**src/hdl/hsep_defines.svh**
```systemverilog
// Constants for hardware standby entry and pin hold
// Assumes one system clock of 250 MHz shared by both ends
`ifndef HSEP_DEFINES_SVH
`define HSEP_DEFINES_SVH

`define HSEP_CLK_NS          4
`define HSEP_PRE_RESET_CYC   10
`define HSEP_EXIT_NS         100
`define HSEP_EXIT_CYC        ((`HSEP_EXIT_NS + `HSEP_CLK_NS - 1) / `HSEP_CLK_NS)
`define HSEP_RELEASE_NS      0
`define HSEP_RELEASE_CYC     ((`HSEP_RELEASE_NS + `HSEP_CLK_NS - 1) / `HSEP_CLK_NS + 1)
`define HSEP_SYNC_MARGIN     2
`define HSEP_STARTUP_CYC     16

// Device register offsets
`define HSEP_OFS_SYSCTRL     8'h00
`define HSEP_OFS_STATUS      8'h01
`define HSEP_OFS_DIR         8'h02
`define HSEP_OFS_DATA        8'h03
`define HSEP_OFS_PULLUP      8'h04
`define HSEP_OFS_PERIPH      8'h05
`define HSEP_OFS_SB_CTRL     8'h08
`define HSEP_OFS_SB_STAT     8'h09
`define HSEP_OFS_SB_DATA     8'h0a
`define HSEP_OFS_SB_MODE     8'h0b

// Device system control fields and absent-register read value
`define HSEP_SYS_RAM_EN_BIT  0
`define HSEP_SYS_SWSTBY_BIT  1
`define HSEP_ABSENT_READ     8'hff

// Supervisor register offsets and fields
`define HSEP_SUP_OFS_CMD     8'h00
`define HSEP_SUP_OFS_STATUS  8'h01
`define HSEP_SUP_ENTER_BIT   0
`define HSEP_SUP_KEEP_BIT    1
`define HSEP_SUP_EXIT_BIT    2

`endif

```
**src/hdl/hsep_pkg.sv**
```systemverilog
// Types shared by both ends
// Assumes hsep_defines.svh holds the numbers
package hsep_pkg;

  typedef enum logic [2:0] {
    HSEP_DEV_RUN,
    HSEP_DEV_SWSTBY,
    HSEP_DEV_RESET,
    HSEP_DEV_HWSTBY,
    HSEP_DEV_STARTUP
  } hsep_dev_state_t;

  typedef enum logic [2:0] {
    HSEP_SUP_IDLE,
    HSEP_SUP_PRE,
    HSEP_SUP_RELEASE,
    HSEP_SUP_STANDBY,
    HSEP_SUP_EXIT_PRE,
    HSEP_SUP_EXIT_HOLD
  } hsep_sup_state_t;

endpackage

```
**src/hdl/hsep_link_if.sv**
```systemverilog
// Pin link between reset supervisor and device
// Assumes both ends share one clock
`timescale 1ns/1ps
interface hsep_link_if;
  logic external_reset_pin_n;
  logic standby_request_pin_n;

  modport supervisor (output external_reset_pin_n, output standby_request_pin_n);
  modport device     (input  external_reset_pin_n, input  standby_request_pin_n);
endinterface

```
**src/hdl/hsep_device.sv**
```systemverilog
// Device end: standby state, RAM retention and pin hold
// Assumes link pins are asynchronous to clk
//
// The register offsets and the address-and-strobe port were decided locally.
`timescale 1ns/1ps
`include "hsep_defines.svh"
module hsep_device
  import hsep_pkg::*;
#(
  parameter int PORT_W     = 8,
  parameter int ADDR_W     = 16,
  parameter bit SB_PRESENT = 1'b1
)(
  input  wire logic              clk,
  input  wire logic              rst_n,
  hsep_link_if.device            link,
  input  wire logic [7:0]        reg_addr,
  input  wire logic [7:0]        reg_wdata,
  input  wire logic              reg_wr,
  input  wire logic              reg_rd,
  output logic      [7:0]        reg_rdata,
  input  wire logic              wake,
  input  wire logic [PORT_W-1:0] periph_out,
  input  wire logic [PORT_W-1:0] periph_oe,
  input  wire logic [ADDR_W-1:0] bus_addr,
  input  wire logic              bus_addr_valid,
  output logic      [PORT_W-1:0] pin_out,
  output logic      [PORT_W-1:0] pin_oe,
  output logic      [PORT_W-1:0] pin_pullup_en,
  output logic      [ADDR_W-1:0] addr_out,
  output logic                   addr_oe,
  output logic                   cpu_reset_n,
  output logic                   ram_kept
);

  ////////////////////////////////////////////////////////////////////////////
  // Pin synchronisers, three stages, change taken when stages 2 and 3 agree
  logic [2:0] xrst_sync_q;
  logic [2:0] sreq_sync_q;
  logic       xrst_n_q;
  logic       sreq_n_q;

  always_ff @(posedge clk or negedge rst_n)
  begin
    if (!rst_n)
    begin
      xrst_sync_q <= 3'h7;
      sreq_sync_q <= 3'h7;
    end
    else
    begin
      xrst_sync_q <= {xrst_sync_q[1:0], link.external_reset_pin_n};
      sreq_sync_q <= {sreq_sync_q[1:0], link.standby_request_pin_n};
    end
  end

  wire xrst_agree = xrst_sync_q[2] == xrst_sync_q[1];
  wire sreq_agree = sreq_sync_q[2] == sreq_sync_q[1];

  always_ff @(posedge clk or negedge rst_n)
  begin
    if (!rst_n)
    begin
      xrst_n_q <= 1'b1;
      sreq_n_q <= 1'b1;
    end
    else
    begin
      if (xrst_agree)
        xrst_n_q <= xrst_sync_q[2];
      if (sreq_agree)
        sreq_n_q <= sreq_sync_q[2];
    end
  end

  wire xrst_d_n  = xrst_agree ? xrst_sync_q[2] : xrst_n_q;
  wire sreq_d_n  = sreq_agree ? sreq_sync_q[2] : sreq_n_q;
  wire xrst_fall = xrst_n_q && !xrst_d_n;
  wire sreq_fall = sreq_n_q && !sreq_d_n;
  wire sreq_rise = !sreq_n_q && sreq_d_n;

  ////////////////////////////////////////////////////////////////////////////
  // Software registers
  logic [7:0]        sysctrl_q;
  logic [PORT_W-1:0] dir_q;
  logic [PORT_W-1:0] data_q;
  logic [PORT_W-1:0] pullup_q;
  logic [PORT_W-1:0] periph_q;
  logic [7:0]        sb_q [4];
  hsep_dev_state_t   state_q;
  hsep_dev_state_t   state_d;

  wire hit_sys  = reg_addr == `HSEP_OFS_SYSCTRL;
  wire hit_stat = reg_addr == `HSEP_OFS_STATUS;
  wire hit_dir  = reg_addr == `HSEP_OFS_DIR;
  wire hit_data = reg_addr == `HSEP_OFS_DATA;
  wire hit_pu   = reg_addr == `HSEP_OFS_PULLUP;
  wire hit_per  = reg_addr == `HSEP_OFS_PERIPH;
  wire hit_sb   = reg_addr[7:2] == 6'(`HSEP_OFS_SB_CTRL >> 2);
  wire in_run   = state_q == HSEP_DEV_RUN;
  wire wr_ok    = reg_wr && in_run;
  wire sw_enter = wr_ok && hit_sys && reg_wdata[`HSEP_SYS_SWSTBY_BIT];

  wire [7:0] rd_mux =
    hit_sys  ? {6'h00, 1'b0, sysctrl_q[`HSEP_SYS_RAM_EN_BIT]} :
    hit_stat ? {4'h0, ram_kept, state_q} :
    hit_dir  ? 8'(dir_q) :
    hit_data ? 8'(data_q) :
    hit_pu   ? 8'(pullup_q) :
    hit_per  ? 8'(periph_q) :
    hit_sb   ? (SB_PRESENT ? sb_q[reg_addr[1:0]] : `HSEP_ABSENT_READ) :
    8'h00;

  // Pin reset returns all software registers to their defaults
  always_ff @(posedge clk or negedge rst_n)
  begin
    if (!rst_n)
    begin
      sysctrl_q <= 8'h00;
      dir_q     <= '0;
      data_q    <= '0;
      pullup_q  <= '0;
      periph_q  <= '0;
      reg_rdata <= 8'h00;
      for (int i = 0; i < 4; i++)
        sb_q[i] <= 8'h00;
    end
    else if (!xrst_n_q)
    begin
      sysctrl_q <= 8'h00;
      dir_q     <= '0;
      data_q    <= '0;
      pullup_q  <= '0;
      periph_q  <= '0;
      reg_rdata <= 8'h00;
      for (int i = 0; i < 4; i++)
        sb_q[i] <= 8'h00;
    end
    else
    begin
      reg_rdata <= reg_rd ? rd_mux : 8'h00;
      if (wr_ok && hit_sys)
        sysctrl_q[`HSEP_SYS_RAM_EN_BIT] <= reg_wdata[`HSEP_SYS_RAM_EN_BIT];
      if (wr_ok && hit_dir)
        dir_q <= reg_wdata[PORT_W-1:0];
      if (wr_ok && hit_data)
        data_q <= reg_wdata[PORT_W-1:0];
      if (wr_ok && hit_pu)
        pullup_q <= reg_wdata[PORT_W-1:0];
      if (wr_ok && hit_per)
        periph_q <= reg_wdata[PORT_W-1:0];
      if (wr_ok && hit_sb && SB_PRESENT)
        sb_q[reg_addr[1:0]] <= reg_wdata;
    end
  end

  ////////////////////////////////////////////////////////////////////////////
  // Retention check: reset lead time before the standby fall
  logic [4:0] lead_q;
  logic       ram_en_snap_q;
  logic [4:0] start_q;
  localparam logic [4:0] LEAD_MIN  = 5'(`HSEP_PRE_RESET_CYC);
  localparam logic [4:0] START_CYC = 5'(`HSEP_STARTUP_CYC);

  wire lead_ok = lead_q >= LEAD_MIN;

  always_ff @(posedge clk or negedge rst_n)
  begin
    if (!rst_n)
    begin
      lead_q        <= 5'h00;
      ram_en_snap_q <= 1'b0;
      ram_kept      <= 1'b0;
    end
    else
    begin
      if (xrst_fall)
        ram_en_snap_q <= sysctrl_q[`HSEP_SYS_RAM_EN_BIT];
      if (xrst_n_q)
        lead_q <= 5'h00;
      else if (!lead_ok)
        lead_q <= lead_q + 5'h01;
      if (sreq_fall)
        ram_kept <= ram_en_snap_q && !xrst_n_q && lead_ok;
    end
  end

  ////////////////////////////////////////////////////////////////////////////
  // Operating state
  always_comb
  begin
    state_d = state_q;
    unique case (state_q)
      HSEP_DEV_RUN:     state_d = sw_enter ? HSEP_DEV_SWSTBY : HSEP_DEV_RUN;
      HSEP_DEV_SWSTBY:  state_d = wake ? HSEP_DEV_RUN : HSEP_DEV_SWSTBY;
      HSEP_DEV_RESET:   state_d = xrst_n_q ? HSEP_DEV_STARTUP : HSEP_DEV_RESET;
      HSEP_DEV_HWSTBY:  state_d = sreq_rise ? HSEP_DEV_RESET : HSEP_DEV_HWSTBY;
      HSEP_DEV_STARTUP: state_d = (start_q == START_CYC) ? HSEP_DEV_RUN : HSEP_DEV_STARTUP;
      default:          state_d = HSEP_DEV_RESET;
    endcase
    if (!sreq_n_q && state_q != HSEP_DEV_HWSTBY)
      state_d = HSEP_DEV_HWSTBY;
    else if (!xrst_n_q && state_q != HSEP_DEV_HWSTBY)
      state_d = HSEP_DEV_RESET;
  end

  always_ff @(posedge clk or negedge rst_n)
  begin
    if (!rst_n)
    begin
      state_q     <= HSEP_DEV_RESET;
      start_q     <= 5'h00;
      cpu_reset_n <= 1'b0;
    end
    else
    begin
      state_q     <= state_d;
      start_q     <= (state_q == HSEP_DEV_STARTUP) ? start_q + 5'h01 : 5'h00;
      cpu_reset_n <= state_d == HSEP_DEV_RUN || state_d == HSEP_DEV_SWSTBY;
    end
  end

  ////////////////////////////////////////////////////////////////////////////
  // Pin drive per state
  wire [PORT_W-1:0] port_oe  = dir_q;
  wire [PORT_W-1:0] run_oe   = (periph_q & periph_oe) | (~periph_q & port_oe);
  wire [PORT_W-1:0] run_out  = (periph_q & periph_out) | (~periph_q & data_q);
  wire [PORT_W-1:0] hold_pu  = ~dir_q & pullup_q;
  // Peripheral pins fall back to port data, port outputs keep level
  wire [PORT_W-1:0] keep_msk = dir_q & ~periph_q;
  wire [PORT_W-1:0] hold_out = (keep_msk & pin_out) | (~keep_msk & data_q);
  wire              off      = state_q == HSEP_DEV_RESET || state_q == HSEP_DEV_HWSTBY
                               || state_q == HSEP_DEV_STARTUP;

  always_ff @(posedge clk or negedge rst_n)
  begin
    if (!rst_n)
    begin
      pin_out       <= '0;
      pin_oe        <= '0;
      pin_pullup_en <= '0;
      addr_out      <= '0;
      addr_oe       <= 1'b0;
    end
    else if (off)
    begin
      pin_oe        <= '0;
      pin_pullup_en <= '0;
      addr_oe       <= 1'b0;
    end
    else if (state_q == HSEP_DEV_SWSTBY)
    begin
      pin_out       <= hold_out;
      pin_oe        <= port_oe;
      pin_pullup_en <= hold_pu;
      addr_oe       <= 1'b1;
    end
    else
    begin
      pin_out       <= run_out;
      pin_oe        <= run_oe;
      pin_pullup_en <= hold_pu;
      addr_oe       <= 1'b1;
      if (bus_addr_valid)
        addr_out <= bus_addr;
    end
  end

endmodule

```
**src/flat_wrapper.sv**
```systemverilog
// flat-port wrapper written by rule: the top's interface ports become plain ports
module hsep_device_flat import hsep_pkg::*;
#(
  parameter int PORT_W     = 8,
  parameter int ADDR_W     = 16,
  parameter bit SB_PRESENT = 1'b1
)
  (clk, rst_n, reg_addr, reg_wdata, reg_wr, reg_rd, reg_rdata, wake, periph_out, periph_oe, bus_addr, bus_addr_valid, pin_out, pin_oe, pin_pullup_en, addr_out, addr_oe, cpu_reset_n, ram_kept, link_external_reset_pin_n, link_standby_request_pin_n);
  hsep_link_if link_i ();
  input  wire logic clk;
  input  wire logic rst_n;
  input  wire logic [7:0] reg_addr;
  input  wire logic [7:0] reg_wdata;
  input  wire logic reg_wr;
  input  wire logic reg_rd;
  output logic      [7:0] reg_rdata;
  input  wire logic wake;
  input  wire logic [PORT_W-1:0] periph_out;
  input  wire logic [PORT_W-1:0] periph_oe;
  input  wire logic [ADDR_W-1:0] bus_addr;
  input  wire logic bus_addr_valid;
  output logic      [PORT_W-1:0] pin_out;
  output logic      [PORT_W-1:0] pin_oe;
  output logic      [PORT_W-1:0] pin_pullup_en;
  output logic      [ADDR_W-1:0] addr_out;
  output logic addr_oe;
  output logic cpu_reset_n;
  output logic ram_kept;
  input wire logic [$bits(link_i.external_reset_pin_n)-1:0] link_external_reset_pin_n;
  input wire logic [$bits(link_i.standby_request_pin_n)-1:0] link_standby_request_pin_n;
  assign link_i.external_reset_pin_n = link_external_reset_pin_n;
  assign link_i.standby_request_pin_n = link_standby_request_pin_n;
  hsep_device #(.PORT_W(PORT_W), .ADDR_W(ADDR_W), .SB_PRESENT(SB_PRESENT)) u_core (.clk(clk), .rst_n(rst_n), .link(link_i), .reg_addr(reg_addr), .reg_wdata(reg_wdata), .reg_wr(reg_wr), .reg_rd(reg_rd), .reg_rdata(reg_rdata), .wake(wake), .periph_out(periph_out), .periph_oe(periph_oe), .bus_addr(bus_addr), .bus_addr_valid(bus_addr_valid), .pin_out(pin_out), .pin_oe(pin_oe), .pin_pullup_en(pin_pullup_en), .addr_out(addr_out), .addr_oe(addr_oe), .cpu_reset_n(cpu_reset_n), .ram_kept(ram_kept));
endmodule
```
**config.mk**
```make
export PLATFORM = sky130hd
export DESIGN_NAME = hsep_device_flat
export DESIGN_NICKNAME = d
export VERILOG_FILES = /design/src/hdl/hsep_pkg.sv /design/src/hdl/hsep_link_if.sv /design/src/hdl/hsep_device.sv /design/src/flat_wrapper.sv
export VERILOG_INCLUDE_DIRS = /design/src /design/src/hdl
export SDC_FILE = /design/constraint.sdc
export NUM_CORES = 1
export LEC_CHECK = 0
export ABC_AREA = 1
export BUFFER_PORTS_ARGS = -buffer_cell sky130_fd_sc_hd__buf_2
export CAP_MARGIN = 10
export CORE_AREA = 2 2 119 121
export DETAILED_ROUTE_END_ITERATION = 8
export DIE_AREA = 0 0 121 123
export PLACE_DENSITY = 0.74
export SLEW_MARGIN = 20
export SYNTH_ARGS = -nofsm -noshare
export SYNTH_HDL_FRONTEND = slang
export SYNTH_SLANG_ARGS = --single-unit
```
**constraint.sdc**
```tcl
create_clock -name clk -period 3.2 [get_ports clk]
set_clock_uncertainty 0.2 [all_clocks]
set_input_delay 0.16 -clock clk [delete_from_list [all_inputs] [get_ports clk]]
set_output_delay 0.16 -clock clk [all_outputs]
set_load 0.02 [all_outputs]
```
==> impl_metrics.yaml, run 1 <==
yosys:
  ys_ff_latch: 138
  synth_cell_types: 37
  syn_inst: 641
  synth_area_um2: 5980
  synth_area_per_cell_um2: 9.33
  ys_seq_area_share_pct: 57.9
  syn_nets: 701
  yosysWarnings: 0
route:
  antenna_left: 0
  via_count: 5132
  drt_iter0_markers: 421
  first_pass_iters: 5
  drcViolationCount: 0
  viasPerCell: 5.21
  avgRoutedWirePerCell_um: 15.3
  finalWirelength_um: 15100
status:
  status: "finished, final reports clean"
cells_and_area:
  layout.nets: 853
  n_antenna_cell: 0
  final_core_util_pct: 56.8
  layout-drive-gt1-share_pct: 22.7
  area_growth_pct: 29.3
  final_area_um2: 7740
global_routing:
  track_usage_pct: 21.2
  grt_pass1_vias: 4948
  grt_max_degree: 77
  antenna_found_initial: 0
  overflow: 0
  grt_pass1_wl_um: 24200
setup_path:
  cp-start-kind: "flip-flop"
  cp_data_required_time_ps: 3360
  end_kind: "flip-flop"
  cp_max_fo: 18
  arrival_ps: 2610
  worstSetupPathType: "flip-flop to flip-flop"
hold_path:
  hold_class: "input pin to flip-flop"
timing:
  setup_violations: 0
  hold_ws_ps: 16.5
  max-slew-margin-rel_pct: 54.1
  hold_viol: 0
  rsz0062_at_grt: "no"
  drv_slew: 0
  worst_pin_slew_ps: 688
  period_needed_ps: 2450
  setup_ws_ps: 746
  finalSetupTns_ps: 0
  fin_crit_sh_pct: 76.7
  fmax_mhz: 407
clock_network:
  post_cts_buffers: 0
  root_buffer: "clkbuf_16"
  numCtsBuffers: 17
  htreeDepth: 4
  tritoncts: "yes"
  clkLatencyLatePin_ps: 420
  cts_sinks: 138
  clkSlewWorstSetupHoldPaths_ps: 60
  clockBufferDepth: 2
floorplanning:
  row_count: 43
  ios: 107
  fp.dieH_um: 123
  core_um2: 13600
  dieArea_um2: 14900
  fp.dieW_um: 121
  initial_utilization_pct: 44.0
power:
  irDropWorstVdd_mv: 0.394
  powerDensity_nw_per_um2: 712
  p_leak_nw: 3.63
placed_design:
  port_buffers: 106
  place_ws_ps: 987
  globalplace.congestion: 0.900
  hpwl_um: 10100
  place_area_um2: 6710
flow_run:
  drv_cap: 0
==> synthesized netlist by cell type, drive strengths merged <==
cell type / n / area [µm²]
dfrtp: 129 / 3230
ha: 4 / 50.1
o21ai: 92 / 460
nand3: 43 / 228
nand2: 133 / 504
inv: 49 / 184
o211ai: 6 / 45.0
o31ai: 1 / 7.51
clkinv: 1 / 3.75
or2: 1 / 6.26
xor2: 2 / 17.5
a31oi: 9 / 56.3
mux2: 17 / 191
dfstp: 9 / 236
nor4: 1 / 6.26
mux2i: 5 / 50.1
nor2: 54 / 238
buf: 14 / 72.6
nor3: 13 / 75.1
xnor2: 1 / 8.76
a21oi: 41 / 224
a211oi: 1 / 7.51
a22oi: 1 / 7.51
nand4: 9 / 56.3
clkbuf: 5 / 18.8
==> cell usage in the layout (no fill, tap or decap), types with 3 or more instances in the layout <==
| master | Yosys | layout |
|---|---|---|
| mux2_1 | 10 | 10 |
| buf_2 | 10 | 105 |
| mux2i_1 | 5 | 5 |
| clkbuf_16 | 0 | 17 |
| dfstp_2 | 9 | 9 |
| o21ai_0 | 54 | 54 |
| nand2_1 | 131 | 131 |
| nor2_4 | 4 | 4 |
| inv_1 | 40 | 40 |
| o21ai_1 | 38 | 38 |
| buf_4 | 0 | 7 |
| clkinv_2 | 0 | 3 |
| ha_1 | 4 | 4 |
| nand3_1 | 42 | 42 |
| a31oi_1 | 9 | 9 |
| bufinv_16 | 0 | 5 |
| o211ai_1 | 6 | 6 |
| inv_2 | 9 | 9 |
| a21oi_1 | 38 | 38 |
| dfrtp_1 | 129 | 129 |
| nor3_1 | 11 | 11 |
| nor2_1 | 48 | 48 |
| nand4_1 | 9 | 9 |
| dlygate4sd3_1 | 0 | 39 |
| mux2_2 | 7 | 7 |
==> layout make-up <==
class                   instances  area (µm²)
well taps                     180         225
inverters                      50         188
fillers                      1138        5870
clock buffers                  19         443
clock inverters                12         198
flip-flops and latches        138        3460
repair buffers                152         980
multi-input cells             434        2240
==> sequential cells by signal (all words and copies together) (netlist names), 3 cells and up, named ones only <==
name and count:
u_core.sb_q 32, u_core.addr_out 16, u_core.data_q 8, u_core.dir_q 8
u_core.periph_q 8, u_core.pin_oe 8, u_core.pin_pullup_en 8, u_core.pullup_q 8
u_core.reg_rdata 8, u_core.lead_q 5, u_core.start_q 5, u_core.sreq_sync_q 3
u_core.state_q 3, u_core.xrst_sync_q 3
==> worst paths after layout <==
| check | depth (start not counted) | startpoint | slack (ps) | to |
|---|---|---|---|---|
| worst max-delay path | 6 | u_core.state_q[2] | 750 | u_core.state_q[0] |
| worst min-delay path | 3 | reg_wdata[7] | 20 | u_core.sb_q[23] |
| worst max register to register | 6 | u_core.state_q[2] | 750 | u_core.state_q[0] |
| worst min register to register | 0 | u_core.xrst_sync_q[0] | 150 | u_core.xrst_sync_q[1] |
| max in group asynchronous | 3 | rst_n | 1890 | u_core.addr_out[8] |
| min in group asynchronous | 2 | rst_n | 110 | u_core.sb_q[14] |
==> worst max-delay path, stage by stage, from the launching register on <==
cell,delay (ps)
dfrtp_1,420
nor3_2,510
inv_2,310
o211ai_1,240
dlygate4sd3_1,590
nand2_1,60
nand2_1,60
==> stage by stage <==
| stage | std cells | power (W) |
|---|---|---|
| after floorplan | 641 | 0.00294 |
| after global placement | 915 | 0.00333 |
| after detailed placement | 915 | 0.00336 |
| after CTS | 985 | 0.00553 |
| after global routing | 985 | 0.00577 |
| final | 985 | 0.00551 |
==> metal layers <==
layer	vias to the layer above	global-route usage, %	wire [µm]
li1	2457	-	-
met4	0	9.45	364
met3	33	4.24	901
met5	-	0	0
met2	197	35.4	7460
met1	2445	27.0	6330
==> cell families (layout without fill, tap and decap cells) <==
group | after synthesis | after routing | synth area share (%)
muxes | 22 | 22 | 4.04
and+or+nand+nor | 254 | 254 | 18.6
adders and majority gates | 4 | 4 | 0.837
buffers and inverters | 69 | 233 | 4.66
AOI/OAI and AO/OA | 151 | 151 | 13.5
xor gates and xnor gates | 3 | 3 | 0.439
DFF | 138 | 138 | 57.9
==> power breakdown <==
| part | switching, W | total (W) | internal, W |
|---|---|---|---|
| Sequential | 0.000160 | 0.00218 | 0.00202 |
| Combinational | 0.000768 | 0.00120 | 0.000432 |
| Clock | 0.000736 | 0.00213 | 0.00139 |
| Total | 0.00166 | 0.00551 | 0.00385 |
==> timing repair <==
| item | CTS | global route |
|---|---|---|
| hold buffers | 39 | 0 |
| resized for setup | 0 | 0 |
| hold endpoints to repair | 112 | 0 |
(Power assumes the default switching activity.)
==> run 2: changes to the inputs <==
clock period = 2.4 ns   (was 3.2 ns; I/O delays follow)
==> run 2 against run 1 <==
Critical path depth grew 2. Register-to-register slack lost 550 ps. Cell count grew 1.1%.
==> impl_metrics.yaml, run 2 (synthesized netlist as in run 1, its figures left out) <==
setup_path:
  max_stage_delay_ps: 440
  cp_data_required_time_ps: 2480
  r2r_cells: 8
  worstSetupPathType: "flip-flop to flip-flop"
  end_kind: "flip-flop"
  arrival_ps: 2280
  cp-start-kind: "flip-flop"
  critPathSlowestCell: "dfrtp_1"
  crit_chain: "inv_2, nand2_1, nor2_4, inv_2, nor3_2, nand2_1, nand3_1, o21ai_1"
  cp_max_fo: 16
timing:
  fmax_mhz: 453
  period_needed_ps: 2210
  worst_pin_slew_ps: 701
  max-slew-margin-rel_pct: 53.3
  hold_viol: 0
  fin_crit_sh_pct: 91.9
  finalSetupTns_ps: 0
  setup_violations: 0
  drv_slew: 0
  hold_ws_ps: 1.01
  rsz0062_at_grt: "yes"
  setup_ws_ps: 194
clock_network:
  cts_sinks: 138
  clkLatencyLatePin_ps: 420
  numCtsBuffers: 17
  clkSlewWorstSetupHoldPaths_ps: 60
  clockBufferDepth: 2
  htreeDepth: 4
  post_cts_buffers: 0
  root_buffer: "clkbuf_16"
  tritoncts: "yes"
cells_and_area:
  reg.largest.list: "u_core.sb_q: 32 flops, u_core.addr_out: 16 flops"
  fillerInstances: 1166
  n_antenna_cell: 0
  final_area_um2: 7780
  layout.nets: 863
  final_cell_mix: "nand2_1, dfrtp_1, buf_2"
  largest_reg_flops: 32
  final_common_cell: "nand2_1"
  layout-drive-gt1-share_pct: 23.4
  area_growth_pct: 30.0
  regMostFlops: "u_core.sb_q"
placed_design:
  place_area_um2: 6760
  place_ws_ps: 121
  globalplace.congestion: 0.859
  port_buffers: 106
  hpwl_um: 10100
global_routing:
  grt_pass1_wl_um: 24600
  overflow: 0
  track_usage_pct: 21.4
  antenna_found_initial: 1
  grt_max_degree: 51
  grt_pass1_vias: 4908
route:
  drt_iter0_markers: 378
  antenna_left: 0
  avgRoutedWirePerCell_um: 15.1
  via_count: 5108
  first_pass_iters: 5
  viasPerCell: 5.13
  drcViolationCount: 0
  finalWirelength_um: 15000
status:
  status: "finished, final reports clean"
floorplanning:
  fp.dieH_um: 123
  fp.dieW_um: 121
  row_count: 43
  ios: 107
  core_um2: 13600
  dieArea_um2: 14900
  initial_utilization_pct: 44.0
power:
  powerDensity_nw_per_um2: 897
  p_total_w: 0.00698
  p_leak_nw: 3.64
  irDropWorstVdd_mv: 0.526
hold_path:
  min_path_cells: 5
  hold_class: "input pin to flip-flop"
flow_run:
  drv_cap: 0
run 2: path summary, 6_finish.rpt:
path	slack, ps	endpoint	from
max	190	u_core.sb_q[15]	u_core.state_q[2]
min	1	u_core.sysctrl_q[0]	reg_wr
max reg2reg	190	u_core.sb_q[15]	u_core.state_q[2]
min reg2reg	160	u_core.sreq_sync_q[1]	u_core.sreq_sync_q[0]
max in group asynchronous	1540	u_core.sreq_n_q	rst_n
min in group asynchronous	50	u_core.sb_q[22]	rst_n
run 2: where the power goes:
group / total, W / leakage [nW] / switching (W) / internal, W
clock: 0.00246 / 0.266 / 0.00101 / 0.00145
sequential: 0.00292 / 1.81 / 0.000226 / 0.00269
combinational: 0.00159 / 1.57 / 0.00102 / 0.000578
run 2: worst max-delay path, delay by kind of cell (launching register included):
family / cells / cell delay, ps
and+or+nand+nor: 5 / 1120
buffers and inverters: 2 / 220
AOI/OAI and AO/OA: 1 / 90
DFF: 1 / 440
run 2: timing repair:
action                     CTS  global route
hold buffers                44             0
setup endpoints to repair    0            16
gates resized for setup      0             1
hold endpoints to repair   183             0
run 2: area by class of cell:
type                    count  area, µm²  share of cell area (%)
flip-flops and latches    138       3460                    44.5
multi-input cells         434       2250                    28.9
repair buffers            162       1090                    14.0
clock buffers              18        439                    5.65
well taps                 180        225                    2.90
inverters                  50        188                    2.41
clock inverters            14        123                    1.58
run 2: layer usage:
layer  wire, µm  GRT usage, %
met1       6500          28.8
met2       7290          34.1
met4        244          7.78
met3        989          5.07
met5         13             0
run 2: metrics by stage:
stage                     cells  util (%)
after floorplan             641         -
after global placement      920      49.6
after detailed placement    920      49.6
after CTS                   996      57.1
after global routing        996      57.1
final                       996      57.1
